[config.mk]
export PLATFORM = sky130hd
export DESIGN_NAME = gpp_top
export DESIGN_NICKNAME = d
export VERILOG_FILES = /design/src/inc/gpp_pkg.sv /design/src/hw/gpp_sense.sv /design/src/hw/gpp_sync.sv /design/src/hw/gpp_top.sv
export SDC_FILE = /design/constraint.sdc
export NUM_CORES = 1
export LEC_CHECK = 0
export BUFFER_PORTS_ARGS = -buffer_cell sky130_fd_sc_hd__buf_2
export CAP_MARGIN = 10
export CELL_PAD_IN_SITES_DETAIL_PLACEMENT = 1
export CELL_PAD_IN_SITES_GLOBAL_PLACEMENT = 2
export CORE_MARGIN = 4
export CORE_UTILIZATION = 33
export DETAILED_ROUTE_END_ITERATION = 8
export PLACE_DENSITY = 0.78
export SLEW_MARGIN = 0
export SYNTH_ARGS = -nofsm -noshare
export SYNTH_HDL_FRONTEND = slang
export SYNTH_SLANG_ARGS = --single-unit
[constraint.sdc]
create_clock -name aclk -period 1.21 [get_ports aclk]
set_input_delay 0.121 -clock aclk [delete_from_list [all_inputs] [get_ports aclk]]
set_output_delay 0.121 -clock aclk [all_outputs]
set_load 0.02 [all_outputs]
[src/inc/gpp_pkg.sv]
// Constants, register map and types shared by the pin port design
`default_nettype none
package gpp_pkg;
    // Structure
    localparam int NUM_GROUPS = 2;
    localparam int PINS = 8;
    localparam int GRP_W = 1;
    localparam int CFG_W = 8;
    localparam int ADDR_W = 12;
    localparam int IDX_W = 7;
    localparam int LI_W = 5;

    ////////////////////////////////////////////////////////////////////////
    // Register indices inside a group; byte address is four times the index
    localparam logic [LI_W-1:0] IDX_DRIVE_EN = 5'h00;
    localparam logic [LI_W-1:0] IDX_DRIVE_EN_SET = 5'h01;
    localparam logic [LI_W-1:0] IDX_DRIVE_EN_CLEAR = 5'h02;
    localparam logic [LI_W-1:0] IDX_DRIVE_EN_FLIP = 5'h03;
    localparam logic [LI_W-1:0] IDX_LEVEL = 5'h04;
    localparam logic [LI_W-1:0] IDX_LEVEL_SET = 5'h05;
    localparam logic [LI_W-1:0] IDX_LEVEL_CLEAR = 5'h06;
    localparam logic [LI_W-1:0] IDX_LEVEL_FLIP = 5'h07;
    localparam logic [LI_W-1:0] IDX_SAMPLED = 5'h08;
    localparam logic [LI_W-1:0] IDX_FLAGS = 5'h09;
    localparam logic [LI_W-1:0] IDX_CFG_BASE = 5'h10;
    // Group g regular block starts at index g * 0x20
    localparam int GROUP_BIT = 5;
    // Fast alias block: index 0x40 + 4*g + {dir, level, sampled, flags}
    localparam logic [3:0] ALIAS_TAG = 4'h8;

    ////////////////////////////////////////////////////////////////////////
    // Per-lead config byte fields and reset values
    localparam int CFG_FLIP_BIT = 7;
    localparam int CFG_PULL_BIT = 3;
    localparam int SENSE_LSB = 0;
    localparam int SENSE_W = 3;
    localparam logic [PINS-1:0] DRIVE_EN_RST = 8'h00;
    localparam logic [PINS-1:0] LEVEL_RST = 8'h00;
    localparam logic [CFG_W-1:0] CFG_RST = 8'h00;

    // AXI responses
    localparam logic [1:0] RESP_OKAY = 2'h0;
    localparam logic [1:0] RESP_DECERR = 2'h3;

    typedef enum logic [2:0] {
        SENSE_INTDIS = 3'h0,
        SENSE_BOTH = 3'h1,
        SENSE_RISE = 3'h2,
        SENSE_FALL = 3'h3,
        SENSE_INOFF = 3'h4,
        SENSE_LOW = 3'h5
    } gpp_sense_t;

    function automatic logic [LI_W-1:0] gpp_alias_index(
        input logic [1:0] sel
    );
        case (sel)
            2'h0: gpp_alias_index = IDX_DRIVE_EN;
            2'h1: gpp_alias_index = IDX_LEVEL;
            2'h2: gpp_alias_index = IDX_SAMPLED;
            default: gpp_alias_index = IDX_FLAGS;
        endcase
    endfunction : gpp_alias_index

    function automatic logic gpp_index_ok(input logic [LI_W-1:0] li);
        gpp_index_ok = (li <= IDX_FLAGS) || (li[4:3] == IDX_CFG_BASE[4:3]);
    endfunction : gpp_index_ok
endpackage : gpp_pkg
`default_nettype wire

[src/hw/gpp_sense.sv]
// Per-pin edge/level sensing, sticky flags and group interrupt request
`default_nettype none
module gpp_sense #(
    parameter int WIDTH = 8
) (
    // Clock and reset
    input wire logic aclk,
    input wire logic aresetn,
    input wire logic ce,
    // Sensing
    input wire logic [WIDTH-1:0] level,
    input wire logic [3*WIDTH-1:0] sense,
    input wire logic [WIDTH-1:0] clear,
    // Results
    output var logic [WIDTH-1:0] flags,
    output var logic irq
);
    logic [WIDTH-1:0] prev;
    logic [WIDTH-1:0] hit;
    logic [WIDTH-1:0] irq_en;
    logic [WIDTH-1:0] next_flags;

    for (genvar i = 0; i < WIDTH; i++) begin : gen_bit
        wire logic [2:0] code = sense[3*i +: 3];
        wire logic rise = level[i] & ~prev[i];
        wire logic fall = ~level[i] & prev[i];
        assign hit[i] = (code == gpp_pkg::SENSE_BOTH) ? (rise | fall) :
                        (code == gpp_pkg::SENSE_RISE) ? rise :
                        (code == gpp_pkg::SENSE_FALL) ? fall :
                        (code == gpp_pkg::SENSE_LOW) ? ~level[i] : 1'b0;
        assign irq_en[i] = (code != gpp_pkg::SENSE_INTDIS) &&
                           (code != gpp_pkg::SENSE_INOFF);
    end

    // Set beats clear in the same cycle
    assign next_flags = (flags & ~clear) | hit;

    always_ff @(posedge aclk) begin
        if (!aresetn) begin
            prev <= '0;
            flags <= '0;
            irq <= 1'b0;
        end else if (ce) begin
            prev <= level;
            flags <= next_flags;
            irq <= |(next_flags & irq_en);
        end
    end
endmodule : gpp_sense
`default_nettype wire

[src/hw/gpp_sync.sv]
// Two-stage input synchroniser with a per-bit clock enable
`default_nettype none
module gpp_sync #(
    parameter int WIDTH = 8
) (
    // Clock and reset
    input wire logic aclk,
    input wire logic aresetn,
    input wire logic ce,
    // Data
    input wire logic [WIDTH-1:0] en,
    input wire logic [WIDTH-1:0] d,
    output var logic [WIDTH-1:0] q
);
    logic [WIDTH-1:0] meta;

    // Stages of a disabled input hold, saving power when the input is off
    always_ff @(posedge aclk) begin
        if (!aresetn) begin
            meta <= '0;
            q <= '0;
        end else if (ce) begin
            meta <= (en & d) | (~en & meta);
            q <= (en & meta) | (~en & q);
        end
    end
endmodule : gpp_sync
`default_nettype wire

[src/hw/gpp_top.sv]
// Two-group general purpose pin port with AXI4-Lite register access
// What this block does
// - After reset every pad is input: driver off, input buffer on.
// - Two pin groups, each with its own full register set.
// - Bit n of drive-enable and drive-level controls pin n.
// - Config byte for pin n lives at index 0x10 plus n.
// - Drive-enable one drives the pin with its level; zero makes input.
// - Drive-enable set strobe sets only the written-one bits.
// - Drive-enable clear strobe clears only the written-one bits.
// - Drive-enable flip strobe inverts only the written-one bits.
// - Level set strobe forces written-one level bits high.
// - Level clear strobe forces written-one level bits low.
// - Level flip strobe or sampled register write inverts level bits.
// - Sampled register shows synchronised pin level in any direction.
// - Input-off sense setting stops the pin synchroniser clocking.
// - Per-pin sensing: both edges, rising, falling or low level.
// - Asynchronous pin sensing can wake the device without clocks.
// - Every pin is an external interrupt source.
// - Fast alias registers behave exactly like the regular ones.
// - Debug mode does not change port behaviour.
// - Polarity flip inverts input and output; toggling makes an edge.
// - Weak-high-enable bit turns the pin pull-up on.
// - Event output is pin value when input enabled, else zero.
// - Sensed condition sets flag; request holds until flag cleared.
//
// Local design decisions: the register offsets and the AXI4-Lite interface to the registers.
`default_nettype none
module gpp_top #(
    parameter int ADDR_W = gpp_pkg::ADDR_W
) (
    // Clock, reset, enable
    input wire logic aclk,
    input wire logic aresetn,
    input wire logic ce,
    // AXI4-Lite write
    input wire logic [ADDR_W-1:0] s_axi_awaddr,
    input wire logic s_axi_awvalid,
    output var logic s_axi_awready,
    input wire logic [31:0] s_axi_wdata,
    input wire logic [3:0] s_axi_wstrb,
    input wire logic s_axi_wvalid,
    output var logic s_axi_wready,
    output var logic [1:0] s_axi_bresp,
    output var logic s_axi_bvalid,
    input wire logic s_axi_bready,
    // AXI4-Lite read
    input wire logic [ADDR_W-1:0] s_axi_araddr,
    input wire logic s_axi_arvalid,
    output var logic s_axi_arready,
    output var logic [31:0] s_axi_rdata,
    output var logic [1:0] s_axi_rresp,
    output var logic s_axi_rvalid,
    input wire logic s_axi_rready,
    // Pins, group g uses bits g*8 upward
    input wire logic [gpp_pkg::NUM_GROUPS*gpp_pkg::PINS-1:0] pin_in,
    output logic [gpp_pkg::NUM_GROUPS*gpp_pkg::PINS-1:0] pin_out,
    output logic [gpp_pkg::NUM_GROUPS*gpp_pkg::PINS-1:0] pin_oe,
    output logic [gpp_pkg::NUM_GROUPS*gpp_pkg::PINS-1:0] pin_pullup,
    // Events, interrupts and wake
    output logic [gpp_pkg::NUM_GROUPS*gpp_pkg::PINS-1:0] pin_event,
    output logic [gpp_pkg::NUM_GROUPS-1:0] group_irq,
    output logic [gpp_pkg::NUM_GROUPS-1:0] external_wake_request
);
    localparam int PINS = gpp_pkg::PINS;
    localparam int LI_W = gpp_pkg::LI_W;

    ////////////////////////////////////////////////////////////////////////
    // Write channel capture: address and data taken in either order
    logic aw_full;
    logic w_full;
    logic [ADDR_W-1:0] aw_addr_q;
    logic [31:0] w_data_q;
    logic w_lane0;
    logic next_aw_full;
    logic next_w_full;
    logic next_bvalid;

    wire logic aw_take = s_axi_awvalid & s_axi_awready;
    wire logic w_take = s_axi_wvalid & s_axi_wready;
    wire logic wr_go = aw_full & w_full & ~s_axi_bvalid;

    assign next_aw_full = wr_go ? 1'b0 : (aw_full | aw_take);
    assign next_w_full = wr_go ? 1'b0 : (w_full | w_take);
    assign next_bvalid = wr_go ? 1'b1 :
                         (s_axi_bready ? 1'b0 : s_axi_bvalid);

    // Write decode; alias indices fold onto the regular ones
    wire logic [gpp_pkg::IDX_W-1:0] w_idx = aw_addr_q[gpp_pkg::IDX_W+1:2];
    wire logic w_high_zero = (aw_addr_q[ADDR_W-1:gpp_pkg::IDX_W+2] == '0);
    wire logic w_is_alias = (w_idx[6:3] == gpp_pkg::ALIAS_TAG);
    wire logic w_grp = w_is_alias ? w_idx[2] : w_idx[gpp_pkg::GROUP_BIT];
    wire logic [LI_W-1:0] w_li = w_is_alias ?
        gpp_pkg::gpp_alias_index(w_idx[1:0]) : w_idx[LI_W-1:0];
    wire logic w_ok = w_high_zero &
        (w_is_alias | (~w_idx[6] & gpp_pkg::gpp_index_ok(w_idx[LI_W-1:0])));

    always_ff @(posedge aclk) begin
        if (!aresetn) begin
            aw_full <= 1'b0;
            w_full <= 1'b0;
            s_axi_awready <= 1'b0;
            s_axi_wready <= 1'b0;
            s_axi_bvalid <= 1'b0;
            s_axi_bresp <= gpp_pkg::RESP_OKAY;
        end else if (ce) begin
            aw_full <= next_aw_full;
            w_full <= next_w_full;
            s_axi_awready <= ~next_aw_full;
            s_axi_wready <= ~next_w_full;
            s_axi_bvalid <= next_bvalid;
            if (wr_go) begin
                s_axi_bresp <= w_ok ? gpp_pkg::RESP_OKAY
                                    : gpp_pkg::RESP_DECERR;
            end
        end
    end

    // Payload holders carry no reset; they are read only when full
    always_ff @(posedge aclk) begin
        if (ce && aw_take) begin
            aw_addr_q <= s_axi_awaddr;
        end
        if (ce && w_take) begin
            w_data_q <= s_axi_wdata;
            w_lane0 <= s_axi_wstrb[0];
        end
    end

    ////////////////////////////////////////////////////////////////////////
    // Read channel
    logic next_rvalid;
    wire logic ar_take = s_axi_arvalid & s_axi_arready;
    wire logic [gpp_pkg::IDX_W-1:0] r_idx = s_axi_araddr[gpp_pkg::IDX_W+1:2];
    wire logic r_high_zero = (s_axi_araddr[ADDR_W-1:gpp_pkg::IDX_W+2] == '0);
    wire logic r_is_alias = (r_idx[6:3] == gpp_pkg::ALIAS_TAG);
    wire logic r_grp = r_is_alias ? r_idx[2] : r_idx[gpp_pkg::GROUP_BIT];
    wire logic [LI_W-1:0] r_li = r_is_alias ?
        gpp_pkg::gpp_alias_index(r_idx[1:0]) : r_idx[LI_W-1:0];
    wire logic r_ok = r_high_zero &
        (r_is_alias | (~r_idx[6] & gpp_pkg::gpp_index_ok(r_idx[LI_W-1:0])));
    logic [PINS-1:0] grp_rd [gpp_pkg::NUM_GROUPS];

    assign next_rvalid = ar_take ? 1'b1 :
                         (s_axi_rready ? 1'b0 : s_axi_rvalid);

    always_ff @(posedge aclk) begin
        if (!aresetn) begin
            s_axi_rvalid <= 1'b0;
            s_axi_arready <= 1'b0;
            s_axi_rdata <= 32'h0;
            s_axi_rresp <= gpp_pkg::RESP_OKAY;
        end else if (ce) begin
            s_axi_rvalid <= next_rvalid;
            s_axi_arready <= ~next_rvalid;
            if (ar_take) begin
                s_axi_rdata <= r_ok ? {24'h0, grp_rd[r_grp]} : 32'h0;
                s_axi_rresp <= r_ok ? gpp_pkg::RESP_OKAY
                                    : gpp_pkg::RESP_DECERR;
            end
        end
    end

    ////////////////////////////////////////////////////////////////////////
    // Pin groups; there is no debug input, so debug cannot alter them
    for (genvar g = 0; g < gpp_pkg::NUM_GROUPS; g++) begin : gen_grp
        logic [PINS-1:0] drive_en;
        logic [PINS-1:0] level;
        logic [PINS-1:0][gpp_pkg::CFG_W-1:0] cfg;
        logic [PINS-1:0] pad_level;
        logic [PINS-1:0] event_q;
        logic wake;
        logic [PINS-1:0] next_drive_en;
        logic [PINS-1:0] next_level;
        logic [PINS-1:0] inv_v;
        logic [PINS-1:0] pull_v;
        logic [PINS-1:0] en_v;
        logic [PINS-1:0] both_v;
        logic [PINS-1:0] low_v;
        logic [3*PINS-1:0] sense_v;
        logic [PINS-1:0] sync_q;
        logic [PINS-1:0] flags;
        logic irq;

        wire logic [PINS-1:0] raw = pin_in[g*PINS +: PINS];
        wire logic gw = wr_go & w_ok & w_lane0 &
                        (w_grp == gpp_pkg::GRP_W'(g));
        wire logic [PINS-1:0] d = w_data_q[PINS-1:0];
        // Synchronised level seen through the polarity flip
        wire logic [PINS-1:0] sampled = sync_q ^ inv_v;
        wire logic [PINS-1:0] flag_clear =
            (gw && w_li == gpp_pkg::IDX_FLAGS) ? d : '0;

        for (genvar n = 0; n < PINS; n++) begin : gen_pin
            wire logic [2:0] code =
                cfg[n][gpp_pkg::SENSE_LSB +: gpp_pkg::SENSE_W];
            assign inv_v[n] = cfg[n][gpp_pkg::CFG_FLIP_BIT];
            assign pull_v[n] = cfg[n][gpp_pkg::CFG_PULL_BIT];
            assign sense_v[3*n +: 3] = code;
            assign en_v[n] = (code != gpp_pkg::SENSE_INOFF);
            assign both_v[n] = (code == gpp_pkg::SENSE_BOTH);
            assign low_v[n] = (code == gpp_pkg::SENSE_LOW);
        end

        // Set/clear/flip act only on written-one bits
        assign next_drive_en =
            !gw ? drive_en :
            (w_li == gpp_pkg::IDX_DRIVE_EN) ? d :
            (w_li == gpp_pkg::IDX_DRIVE_EN_SET) ? (drive_en | d) :
            (w_li == gpp_pkg::IDX_DRIVE_EN_CLEAR) ? (drive_en & ~d) :
            (w_li == gpp_pkg::IDX_DRIVE_EN_FLIP) ? (drive_en ^ d) :
            drive_en;
        assign next_level =
            !gw ? level :
            (w_li == gpp_pkg::IDX_LEVEL) ? d :
            (w_li == gpp_pkg::IDX_LEVEL_SET) ? (level | d) :
            (w_li == gpp_pkg::IDX_LEVEL_CLEAR) ? (level & ~d) :
            (w_li == gpp_pkg::IDX_LEVEL_FLIP ||
             w_li == gpp_pkg::IDX_SAMPLED) ? (level ^ d) :
            level;

        always_ff @(posedge aclk) begin
            if (!aresetn) begin
                drive_en <= gpp_pkg::DRIVE_EN_RST;
                level <= gpp_pkg::LEVEL_RST;
                cfg <= {PINS{gpp_pkg::CFG_RST}};
                pad_level <= '0;
                event_q <= '0;
            end else if (ce) begin
                drive_en <= next_drive_en;
                level <= next_level;
                if (gw && w_li[4:3] == gpp_pkg::IDX_CFG_BASE[4:3]) begin
                    cfg[w_li[2:0]] <= d;
                end
                pad_level <= level ^ inv_v;
                event_q <= sampled & en_v;
            end
        end

        gpp_sync #(.WIDTH(PINS)) u_sync (
            .aclk(aclk),
            .aresetn(aresetn),
            .ce(ce),
            .en(en_v),
            .d(raw),
            .q(sync_q)
        );

        gpp_sense #(.WIDTH(PINS)) u_sense (
            .aclk(aclk),
            .aresetn(aresetn),
            .ce(ce),
            .level(sampled),
            .sense(sense_v),
            .clear(flag_clear),
            .flags(flags),
            .irq(irq)
        );

        // Asynchronous wake: both-edge and low-level work with clock stopped
        wire logic wake_set =
            |((both_v & ((raw ^ inv_v) ^ sampled)) | (low_v & ~(raw ^ inv_v)));
        always_ff @(posedge aclk or posedge wake_set) begin
            if (wake_set) begin
                wake <= 1'b1;
            end else if (!aresetn) begin
                wake <= 1'b0;
            end else if (ce) begin
                wake <= 1'b0;
            end
        end

        // Strobe locations read back their target register
        assign grp_rd[g] =
            (r_li[4:3] == gpp_pkg::IDX_CFG_BASE[4:3]) ? cfg[r_li[2:0]] :
            (r_li == gpp_pkg::IDX_SAMPLED) ? sampled :
            (r_li == gpp_pkg::IDX_FLAGS) ? flags :
            (r_li <= gpp_pkg::IDX_DRIVE_EN_FLIP) ? drive_en :
            level;

        assign pin_oe[g*PINS +: PINS] = drive_en;
        assign pin_out[g*PINS +: PINS] = pad_level;
        assign pin_pullup[g*PINS +: PINS] = pull_v;
        assign pin_event[g*PINS +: PINS] = event_q;
        assign group_irq[g] = irq;
        assign external_wake_request[g] = wake;
    end

    wire logic g0_wr = wr_go & w_ok & w_lane0 & ~w_grp & ce;
endmodule : gpp_top
`default_nettype wire

==> results.md, run 1 <==
* Mapped Cells at 2,159
* Synth-to-Final Area Change at 52.8%
* Cell area after layout at 28,100 µm²
* Clk sinks at 296
* Final worst path period need at 2.47 ns
* Worst r2r dst: gen_grp[1].drive_en[2]$_SDFFE_PN0P_
* DR vias/cell at 5.35
* # DRC at 0
* CTS Buf Count at 38
* Power per cell area at 862 nW/µm²
* # rows at 86
* Root Buffer: clkbuf_16
* FF-to-FF path depth at 8
* Clock Tree Buf Depth at 3
* Vert. Die Dim at 244 µm
* Worst-path clk slew at 0.06 ns
* Cell area after placement at 23,700 µm²
* Pin count of the biggest net entering global routing at 85
* Most common cell in the netlist: dfxtp_1
* Synth area leaders: dfxtp_1, mux2i_1, ha_1, nor2b_1, nand2_1
* Maxcap violations at 0
* Worst Hold Depth at 3
* Yosys top cell area share at 29.9%
* Hold Vio Cnt, Final at 0
* RSZ-0062 raised after global routing: yes
* Post-detail-place hpwl at 58.8 mm
* Fill cell count at 6,228
* Number of flops mapped to enable cells by yosys at 19
* CP Max Fanout at 6
* Worst Max-Slew Pin Slew at 0.586 ns
* Worst setup margin at -1.26 ns
* Syn_area_per_cell at 8.53 µm²
* Crit Path Class: reg -> reg
* DRT antenna net count at 0
* Final Instance Count excl. Fillers at 3,536
* Critical path data required time at 1.64 ns
* WHS Endpoint: gen_grp[0].u_sense.prev[1]$_SDFFE_PN0P_
* Final setup fails at 226
* GR Overflow Total at 0
* CP bufs+invs at 3
* Worst-Skew Late Latency at 0.56 ns
* Synth Register Bits at 296
* Worst Hold Class: in -> reg
* WL final at 82.8 mm
* Leakage at 11.5 nW
* CP delay by family, top: simple AND/OR/NAND/NOR gates
* Worst r2r src: aw_addr_q[5]$_DFFE_PP_
* Initial antenna violation count at 1
* Die Wd at 244 µm
* Initial Util at 33.4%
* Period utilization at 204%
* Setup crit end kind: register
* Sequential fraction of the synthesis area at 33.3%
* Synth unique cells at 92
* Ports at 193
* Post-synth ARST share at 0.676%
* Top FF cell, synth: dfxtp_1
* CTS tree: done
* Critical Path AT at 2.90 ns
* Vias in the first global route at 19,872
* Initial DRT Pass Iterations at 5
* Diodes inserted at 0
* CP cell instances: or4b_4 -> buf_12 -> a2111oi_4 -> buf_6 -> clkbuf_16 -> a21oi_2 -> o21ai_1 -> a31oi_2
* Gp weighted congestion at 0.921
* Inst Count DP at 3,379
* Final Net Count at 2,941
* Slew Viols, Final at 0
* Post-Syn Area at 18,400 µm²
* Fin Setup TNS at -185.26 ns
* FMAX at 405 MHz
* Die ar. at 59,700 µm²
* R2R setup slack at -1.26 ns
* Post-DR wirelength/cell at 23.4 µm
* Top cells by count, synth: dfxtp_1, nand2_1, nor2b_1, mux2i_1, a21oi_1
* Slowest CP cell: or4b_4
* Slew HR at 60.4%
* Failing checks: setup timing
* Detailed-route via count at 18,912
* Total power at 24.3 mW
* H-tree depth at 2
* Max Clock Skew at 0.0138 ns
* Core Region at 55,200 µm²
* Ys Warns at 0
* Proportion of layout cells with a drive suffix above 1 at 44.0%
* CP max stage delay at 0.67 ns
* Synth area leader: dfxtp_1
* Initial DRC Count at 1,377
* First-pass GRT wire length at 121 mm
* Hold wc startpoint: ce
* GR Util All Layers at 26.1%
* Startpoint types: register
* Status: finished, violations left
* Maximum VDD drop at 0.734 mV
* PortBufs at 137
where the power goes:
| part | total (mW) | leakage (nW) | switching [mW] | internal (mW) |
|---|---|---|---|---|
| Clock | 11.3 | 0.598 | 4.71 | 6.61 |
| Sequential | 10.1 | 2.48 | 0.116 | 9.95 |
| Combinational | 2.88 | 8.38 | 1.60 | 1.28 |
| Total | 24.3 | 11.5 | 6.43 | 17.8 |
repair_timing:
item                                    4_1_cts  5_1_grt
hold endpoints to repair                     48        0
pin swaps                                    65       90
hold buffers                                 41        0
setup buffers                                32       31
gates resized for setup                     466      253
endpoints found under the setup margin      306      295
cloned                                        2        5
worst reg2reg max path, stage by stage, from the launching register on:
cell       delay, ns
edfxtp_1        0.50
or4b_4          0.67
buf_12          0.17
a2111oi_4       0.38
buf_6           0.21
clkbuf_16       0.18
a21oi_2         0.04
o21ai_1         0.10
a31oi_2         0.10
area by class of cell:
cell class              instances  area, µm²  share of cell area, %
multi-input cells            1577      12600                   44.7
repair buffers                733       6670                   23.7
flip-flops and latches        296       6330                   22.5
clock buffers                  57       1120                   3.99
well taps                     748        936                   3.33
inverters                     115        432                   1.53
clock inverters                10       77.6                  0.276
logic make-up (layout without fill, tap and decap cells):
logic type | count (synthesis) | after routing | share of synthesized area, %
other | 1 | 24 | 0.0204
multiplexers | 191 | 191 | 10.9
adder cells (fa/ha/maj) | 96 | 96 | 6.52
AND/OR/NAND/NOR | 671 | 672 | 19.9
flip-flops | 296 | 296 | 33.3
XOR/XNOR | 49 | 49 | 2.43
AO/OA/AOI/OAI | 545 | 545 | 19.2
buffers and inverters | 310 | 915 | 7.74
per-layer routing:
layer | GRT usage, % | vias to the layer above | part of all wire [%]
met5 | 0 | - | 0
met4 | 9.74 | 0 | 4.2
met3 | 3.06 | 170 | 5.8
met2 | 44.1 | 586 | 47
met1 | 34.3 | 9420 | 43
li1 | - | 8736 | -
how the worst max path moves through the flow:
stage / start / endpoint / slack, ns / cells after the start
after floorplan: aw_addr_q[6]$_DFFE_PP_ / gen_grp[1].drive_en[3]$_SDFFE_PN0P_ / -0.94 / 8
after detailed placement: aw_addr_q[7]$_DFFE_PP_ / gen_grp[0].level[3]$_SDFFE_PN0P_ / -1.19 / 9
final: aw_addr_q[5]$_DFFE_PP_ / gen_grp[1].drive_en[2]$_SDFFE_PN0P_ / -1.26 / 8
after global routing: aw_addr_q[5]$_DFFE_PP_ / gen_grp[0].drive_en[2]$_SDFFE_PN0P_ / -1.30 / 8
after CTS: aw_addr_q[5]$_DFFE_PP_ / gen_grp[1].drive_en[6]$_SDFFE_PN0P_ / -1.09 / 6
after global placement: aw_addr_q[7]$_DFFE_PP_ / gen_grp[1].cfg[15]$_SDFFE_PN0P_ / -1.09 / 8
placed cells by master (no fill, tap or decap), types with 11 or more instances in the layout:
cell type / n
a21boi_0: 12
a21boi_1: 31
a21oi_1: 91
a21oi_2: 44
a22oi_1: 11
a31oi_1: 41
and2_1: 17
buf_12: 47
buf_2: 53
buf_4: 447
buf_6: 139
clkbuf_16: 42
conb_1: 24
dfxtp_1: 158
dfxtp_2: 94
dfxtp_4: 23
dlygate4sd3_1: 41
edfxtp_1: 19
ha_1: 95
inv_1: 108
mux2_2: 30
mux2_4: 17
mux2i_1: 130
nand2_1: 152
nand2_2: 33
nand2b_1: 19
nand3_1: 43
nand3b_1: 12
nor2_1: 59
nor2_2: 14
nor2_4: 35
nor2b_1: 159
nor3_1: 24
o211a_1: 34
o21ai_0: 59
o21ai_1: 62
o22ai_1: 30
xnor2_1: 25
xnor2_2: 19
per-stage QoR:
| step | utilization [%] | setup WS (ns) | hold slack [ns] |
|---|---|---|---|
| CTS | 48.9 | -1.09 | 0.0283 |
| global route | 51.0 | -1.30 | 0.0916 |
| floorplan | - | -0.945 | 0.220 |
| global placement | 43.0 | -1.09 | 0.298 |
| finish | 51.0 | -1.26 | 0.0800 |
| detailed placement | 43.0 | -1.19 | 0.300 |
(Power assumes the default switching activity.)
==> run 2: changes to the inputs <==
--- a/config.mk
+++ b/config.mk
@@ -7,10 +7,11 @@
 export LEC_CHECK = 0
 export BUFFER_PORTS_ARGS = -buffer_cell sky130_fd_sc_hd__buf_2
 export CAP_MARGIN = 10
-export CELL_PAD_IN_SITES_DETAIL_PLACEMENT = 1
-export CELL_PAD_IN_SITES_GLOBAL_PLACEMENT = 2
+export CELL_PAD_IN_SITES_DETAIL_PLACEMENT = 0
+export CELL_PAD_IN_SITES_GLOBAL_PLACEMENT = 1
 export CORE_MARGIN = 4
-export CORE_UTILIZATION = 33
+export CORE_UTILIZATION = 41
+export CTS_CLUSTER_DIAMETER = 50
 export DETAILED_ROUTE_END_ITERATION = 8
 export PLACE_DENSITY = 0.78
 export SLEW_MARGIN = 0
==> run 2 against run 1 <==
Compared with the run above: the run still ends with setup timing left; final cell count shrank 4.7%; sequential power is essentially flat; hold slack worse by 0.039 ns; worst setup slack gained 0.076 ns; global-route usage is 1.6 points higher; die area decreased by 19%; combinational power down 8.3%; register-to-register slack improved by 0.08 ns; first-iteration DRC count is 0.58% lower; largest cell class unchanged; largest power group unchanged.
==> results.md, run 2 (same netlist as run 1, synthesis figures left out) <==
* Status: finished, violations left
* Failing checks: setup timing
* Critical path data required time at 1.66 ns (+0.02 ns)
* Worst Hold Class: in -> reg
* Startpoint types: register
* CTS tree: done
* Setup crit end kind: register
* First-pass GRT wire length at 104 mm (-14%)
* Clock power frac at 50.8% (+4.1 points)
* Worst setup margin at -1.18 ns (+0.0759 ns)
* Hold Vio Cnt, Final at 0 (unchanged)
* FMAX at 418 MHz (+3.2%)
* Period utilization at 198% (-6.3 points)
* WL final at 70.8 mm (-14%)
* Gp weighted congestion at 0.959 (+4.1%)
* Initial antenna violation count at 0 (-1)
* Sequential power share at 39.0% (-2.5 points)
* GR Util All Layers at 27.7% (+1.6 points)
* # DRC at 0 (unchanged)
* Initial Util at 41.6% (+8.2 points)
* Sw frac at 25.6% (-0.90 points)
* Worst-path clk slew at 0.06 ns (about the same)
* Synth-to-Final Area Change at 43.2%
* H-tree depth at 2 (unchanged)
* Power per cell area at 981 nW/µm² (+14%)
* Combinational Power Share at 10.2% (-1.6 points)
* Leakage at 11.1 nW (-3.1%)
* Vert. Die Dim at 220 µm (-9.9%)
* GR Overflow Total at 0 (unchanged)
* Fin Setup TNS at -182.57 ns (+2.68 ns)
* Slew Viols, Final at 0 (unchanged)
* Vias in the first global route at 17,732 (-11%)
* Ports at 193 (unchanged)
* Fill cell count at 3,906 (-37%)
* Crit Path Class: reg -> reg
* Final worst path period need at 2.39 ns (-0.0759 ns)
* DR vias/cell at 5.45 (+1.9%)
* CTS Buf Count at 44 (+16%)
* Final Net Count at 2,921 (-0.68%)
* Die ar. at 48,400 µm² (-19%)
* # rows at 77 (-10%)
* Clock Tree Buf Depth at 3 (unchanged)
* RSZ-0062 raised after global routing: yes
* CP Max Fanout at 6 (unchanged)
* Post-DR wirelength/cell at 21.0 µm (-10%)
* DRT antenna net count at 0 (unchanged)
* Worst Max-Slew Pin Slew at 0.616 ns (+0.0301 ns)
* P_int at 19.3 mW (+8.0%)
* Slew HR at 58.7% (-1.7 points)
* Switch Pwr at 6.63 mW (+3.1%)
* Final setup fails at 282 (+25%)
* Root Buffer: clkbuf_16
* Initial DRT Pass Iterations at 5 (unchanged)
* Pin count of the biggest net entering global routing at 91 (+7.1%)
* Detailed-route via count at 18,363 (-2.9%)
* Maximum VDD drop at 1.28 mV (+74%)
* Clk sinks at 296 (unchanged)
* Total power at 25.9 mW (+6.7%)
* Max Clock Skew at 0.0155 ns (+0.00177 ns)
* Most frequent cells in the layout: buf_4, dfxtp_1, nand2_1
* PortBufs at 137 (unchanged)
* Proportion of layout cells with a drive suffix above 1 at 35.2% (-8.9 points)
* Post-detail-place hpwl at 51.4 mm (-13%)
* Worst-Skew Late Latency at 0.58 ns (+0.02 ns)
* Diodes inserted at 0 (unchanged)
* Die Wd at 220 µm (-9.9%)
* Critical Path AT at 2.84 ns (-0.06 ns)
* Commonest non-fill, non-tap cell in the layout: buf_4
* Core Region at 44,300 µm² (-20%)
* Maxcap violations at 0 (unchanged)
* Initial DRC Count at 1,369 (-0.58%)
==> run 2: timing repair <==
action,4_1_cts,5_1_grt
hold endpoints to repair,46,0
hold buffers,41,0
pin swaps,20,60
gates resized for setup,32,142
setup buffers,10,24
setup endpoints to repair,292,317
cloned,0,7
==> run 2: area by class of cell <==
| class | instances | area [µm²] | share of cell area (%) |
|---|---|---|---|
| flip-flops and latches | 296 | 6140 | 23.3 |
| clock inverters | 24 | 273 | 1.03 |
| multi-input cells | 1578 | 11800 | 44.6 |
| repair buffers | 706 | 5790 | 21.9 |
| inverters | 115 | 432 | 1.64 |
| well taps | 592 | 741 | 2.81 |
| clock buffers | 58 | 1220 | 4.64 |
==> run 2: worst paths after layout <==
check / slack (ns) / end / startpoint / cells past startpoint
setup / recovery: -1.18 / gen_grp[0].drive_en[5]$_SDFFE_PN0P_ / aw_addr_q[7]$_DFFE_PP_ / 9
hold / removal: 0.04 / s_axi_rresp[0]$_SDFFE_PN0P_ / ce / 5
setup reg to reg: -1.18 / gen_grp[0].drive_en[5]$_SDFFE_PN0P_ / aw_addr_q[7]$_DFFE_PP_ / 9
hold reg to reg: 0.46 / register / register / 2
max in group asynchronous: -0.44 / gen_grp[0].wake$_DFFE_PP1P_ / gen_grp[0].cfg[7]$_SDFFE_PN0P_ / 7
min in group asynchronous: 0.47 / gen_grp[1].wake$_DFFE_PP1P_ / pin_in[13] / 5
==> run 2: per-stage QoR <==
step / hold WS [ns] / instance area [µm²] / utilization (%) / setup WS (ns) / std cells
detailed placement: 0.299 / 23500 / 53.0 / -1.08 / 3209
finish: 0.0406 / 26400 / 59.5 / -1.18 / 3369
global placement: 0.299 / 23500 / 53.0 / -1.12 / 3209
floorplan: 0.220 / 18900 / - / -0.945 / 2182
global route: 0.0654 / 26400 / 59.5 / -1.26 / 3369
CTS: 0.0254 / 25600 / 57.7 / -1.01 / 3342
==> run 2: critical path, stage by stage (launching register included) <==
cell and delay, ns:
edfxtp_1 0.41, buf_6 0.15, or4b_4 0.58, buf_6 0.17, a2111oi_4 0.36, buf_6 0.20
clkbuf_16 0.16, a21oi_1 0.05, o21ai_1 0.09, a31oi_1 0.09
==> run 2: routing by layer <==
| metal | share of wire (%) | GRT usage [%] | routed length (µm) |
|---|---|---|---|
| met4 | 4.8 | 11.6 | 3360 |
| met3 | 6.8 | 3.90 | 4820 |
| met2 | 47 | 47.4 | 33200 |
| met1 | 42 | 35.0 | 29500 |
| met5 | 0 | 0 | 0 |
==> run 2: power groups by stage <==
stage               registers, mW  clock network (mW)  logic, mW
floorplan                    10.3                   0       1.39
global placement             10.3                   0       2.37
detailed placement           10.3                   0       2.40
CTS                          10.1                13.3       2.53
global route                 10.1                13.7       2.84
finish                       10.1                13.2       2.64
==> run 3: changes to the inputs <==
--- a/config.mk
+++ b/config.mk
@@ -13,7 +13,7 @@
 export CORE_UTILIZATION = 41
 export CTS_CLUSTER_DIAMETER = 50
 export DETAILED_ROUTE_END_ITERATION = 8
-export PLACE_DENSITY = 0.78
+export PLACE_DENSITY = 0.83
 export SLEW_MARGIN = 0
 export SYNTH_ARGS = -nofsm -noshare
 export SYNTH_HDL_FRONTEND = slang
==> run 3 against run 2 <==
Compared with the run above: the run still ends with setup timing left; first-iteration DRC count grew 18%; fmax grew 3.6%; sequential power is essentially flat; flip-flop and latch count is the same; global-route usage is essentially flat; sequential share of layout area shrank 1.1 points; worst setup slack gained 0.083 ns; hold slack lost 0.012 ns; final cell count grew 0.39%; register-to-register slack gained 0.08 ns.
==> results.md, run 3 (same netlist as run 1, synthesis figures left out) <==
* Vert. Die Dim at 220 µm (unchanged)
* Worst-path clk slew at 0.06 ns (about the same)
* Hold Vio Cnt, Final at 0 (unchanged)
* Max Clock Skew at 0.0286 ns (+0.0130 ns)
* Inst Count DP at 3,200 (-0.28%)
* Cell area after placement at 23,400 µm² (-0.18%)
* Most used routing layer: met2
* DR vias/cell at 5.67 (+4.0%)
* WL final at 74.9 mm (+5.8%)
* Final Net Count at 2,934 (+0.45%)
* First-pass GRT wire length at 104 mm (+0.36%)
* Startpoint types: register
* GR Util All Layers at 27.7% (about the same)
* Initial antenna violation count at 0 (unchanged)
* Post-route core utilization at 64.1% (+4.5 points)
* Proportion of layout cells with a drive suffix above 1 at 45.0% (+9.9 points)
* Vias in the first global route at 18,245 (+2.9%)
* GR Overflow Total at 0 (unchanged)
* Maximum VDD drop at 1.15 mV (-9.6%)
* Setup crit end kind: register
* PortBufs at 137 (unchanged)
* RSZ-0062 raised after global routing: yes
* Worst-Skew Late Latency at 0.59 ns (about the same)
* Clock Tree Buf Depth at 3 (unchanged)
* Fin Setup TNS at -174.26 ns (+8.31 ns)
* Met2 GRT Util at 46.2% (-1.2 points)
* Clk sinks at 296 (unchanged)
* Failing checks: setup timing
* Worst Max-Slew Pin Slew at 0.530 ns (-0.0861 ns)
* Initial DRT Pass Iterations at 5 (unchanged)
* Initial DRC Count at 1,616 (+18%)
* Total power at 26.2 mW (+1.0%)
* Crit Path Class: reg -> reg
* Final worst path period need at 2.31 ns (-0.0834 ns)
* Core Region at 44,300 µm² (unchanged)
* Worst r2r src: aw_addr_q[7]$_DFFE_PP_
* Initial Util at 41.6% (unchanged)
* Met3 Use GR at 4.81% (+0.91 points)
* Root Buffer: clkbuf_16
* Slew HR at 64.7% (+6.0 points)
* Status: finished, violations left
* Detailed-route via count at 19,163 (+4.4%)
* Cell area after layout at 28,400 µm² (+7.6%)
* Commonest non-fill, non-tap cell in the layout: buf_4
* CP Max Fanout at 8 (+2)
* GR Util met1 at 34.5% (-0.46 points)
* Period utilization at 191% (-6.9 points)
* Final setup fails at 227 (-20%)
* # DRC at 0 (unchanged)
* Final Instance Count excl. Fillers at 3,382 (+0.39%)
* Die Wd at 220 µm (unchanged)
* Ports at 193 (unchanged)
* Synth-to-Final Area Change at 54.1%
* H-tree depth at 2 (unchanged)
* Critical Path AT at 2.80 ns (-0.04 ns)
* Most frequent cells in the layout: buf_4, dfxtp_1, nor2b_1
* Min Hold Slack at 0.0291 ns (-0.0115 ns)
* DRT antenna net count at 0 (unchanged)
* Post-DR wirelength/cell at 22.1 µm (+5.4%)
* Setup slack at placement at -1.14 ns (-0.0553 ns)
* CTS Buf Count at 44 (unchanged)
* # rows at 77 (unchanged)
* Die ar. at 48,400 µm² (unchanged)
* Worst Hold Class: in -> reg
* CTS tree: done
* Gp weighted congestion at 0.997 (+4.0%)
* Post-detail-place hpwl at 51.2 mm (-0.41%)
* Critical path data required time at 1.70 ns (+0.04 ns)
* Power per cell area at 922 nW/µm² (-6.1%)
* Pin count of the biggest net entering global routing at 62 (-32%)
* FMAX at 433 MHz (+3.6%)
* Hold wc startpoint: ce
* Maxcap violations at 0 (unchanged)
* CP Launch Point: aw_addr_q[7]$_DFFE_PP_
* Leakage at 11.7 nW (+5.1%)
* Slew Viols, Final at 0 (unchanged)
* Worst setup margin at -1.10 ns (+0.0834 ns)
## run 3: cell types whose count changed in the layout (fill, tap and decap cells not counted), sizes merged, moves of 2 or more
cell      change
clkinv        +2
clkbuf        -2
clkinvlp      +3
buf           +9
## run 3: layer usage
layer  share of wire (%)  up-vias
li1                    -     8742
met1                  39     9313
met2                  46      841
met3                 7.8      267
met4                 6.6        0
met5                   0        -
## run 3: critical path, cell delays in order, from the launching register on
cell and delay, ns:
edfxtp_1 0.42, buf_6 0.15, nor4b_4 0.36, a22oi_2 0.15
o221ai_2 0.17, nand3b_1 0.15, buf_4 0.17, nor4_4 0.19
buf_6 0.22, o21ai_0 0.10, a31oi_1 0.15
## run 3: repair_timing
action | 4_1_cts | 5_1_grt
gates resized for setup | 58 | 684
setup buffers | 17 | 50
hold buffers | 41 | 0
pin swaps | 35 | 158
endpoints found under the hold margin | 48 | 0
cloned | 1 | 9
endpoints found under the setup margin | 294 | 322
## run 3: area by class of cell
type	count	area, µm²
antenna	1	2.50
clock buffer	52	1150
clock inverter	29	334
fill	3556	15900
inverter	115	432
multi-input combinational	1578	12800
sequential	296	6290
tap	592	741
timing repair buffer	719	6670
## run 3: power breakdown
part	switching, mW	internal [mW]
clock network	5.22	7.99
logic	1.58	1.30
registers	0.106	9.97
## run 3: final timing paths
path,endpoint,slack [ns],cells after the start
hold / removal,s_axi_rvalid$_SDFFE_PN0P_,0.03,4
min in group asynchronous,gen_grp[1].wake$_DFFE_PP1P_,0.46,5
hold reg to reg,register,0.46,2
max in group asynchronous,gen_grp[1].wake$_DFFE_PP1P_,-0.09,7
setup / recovery,gen_grp[1].level[4]$_SDFFE_PN0P_,-1.10,10
setup reg to reg,gen_grp[1].level[4]$_SDFFE_PN0P_,-1.10,10
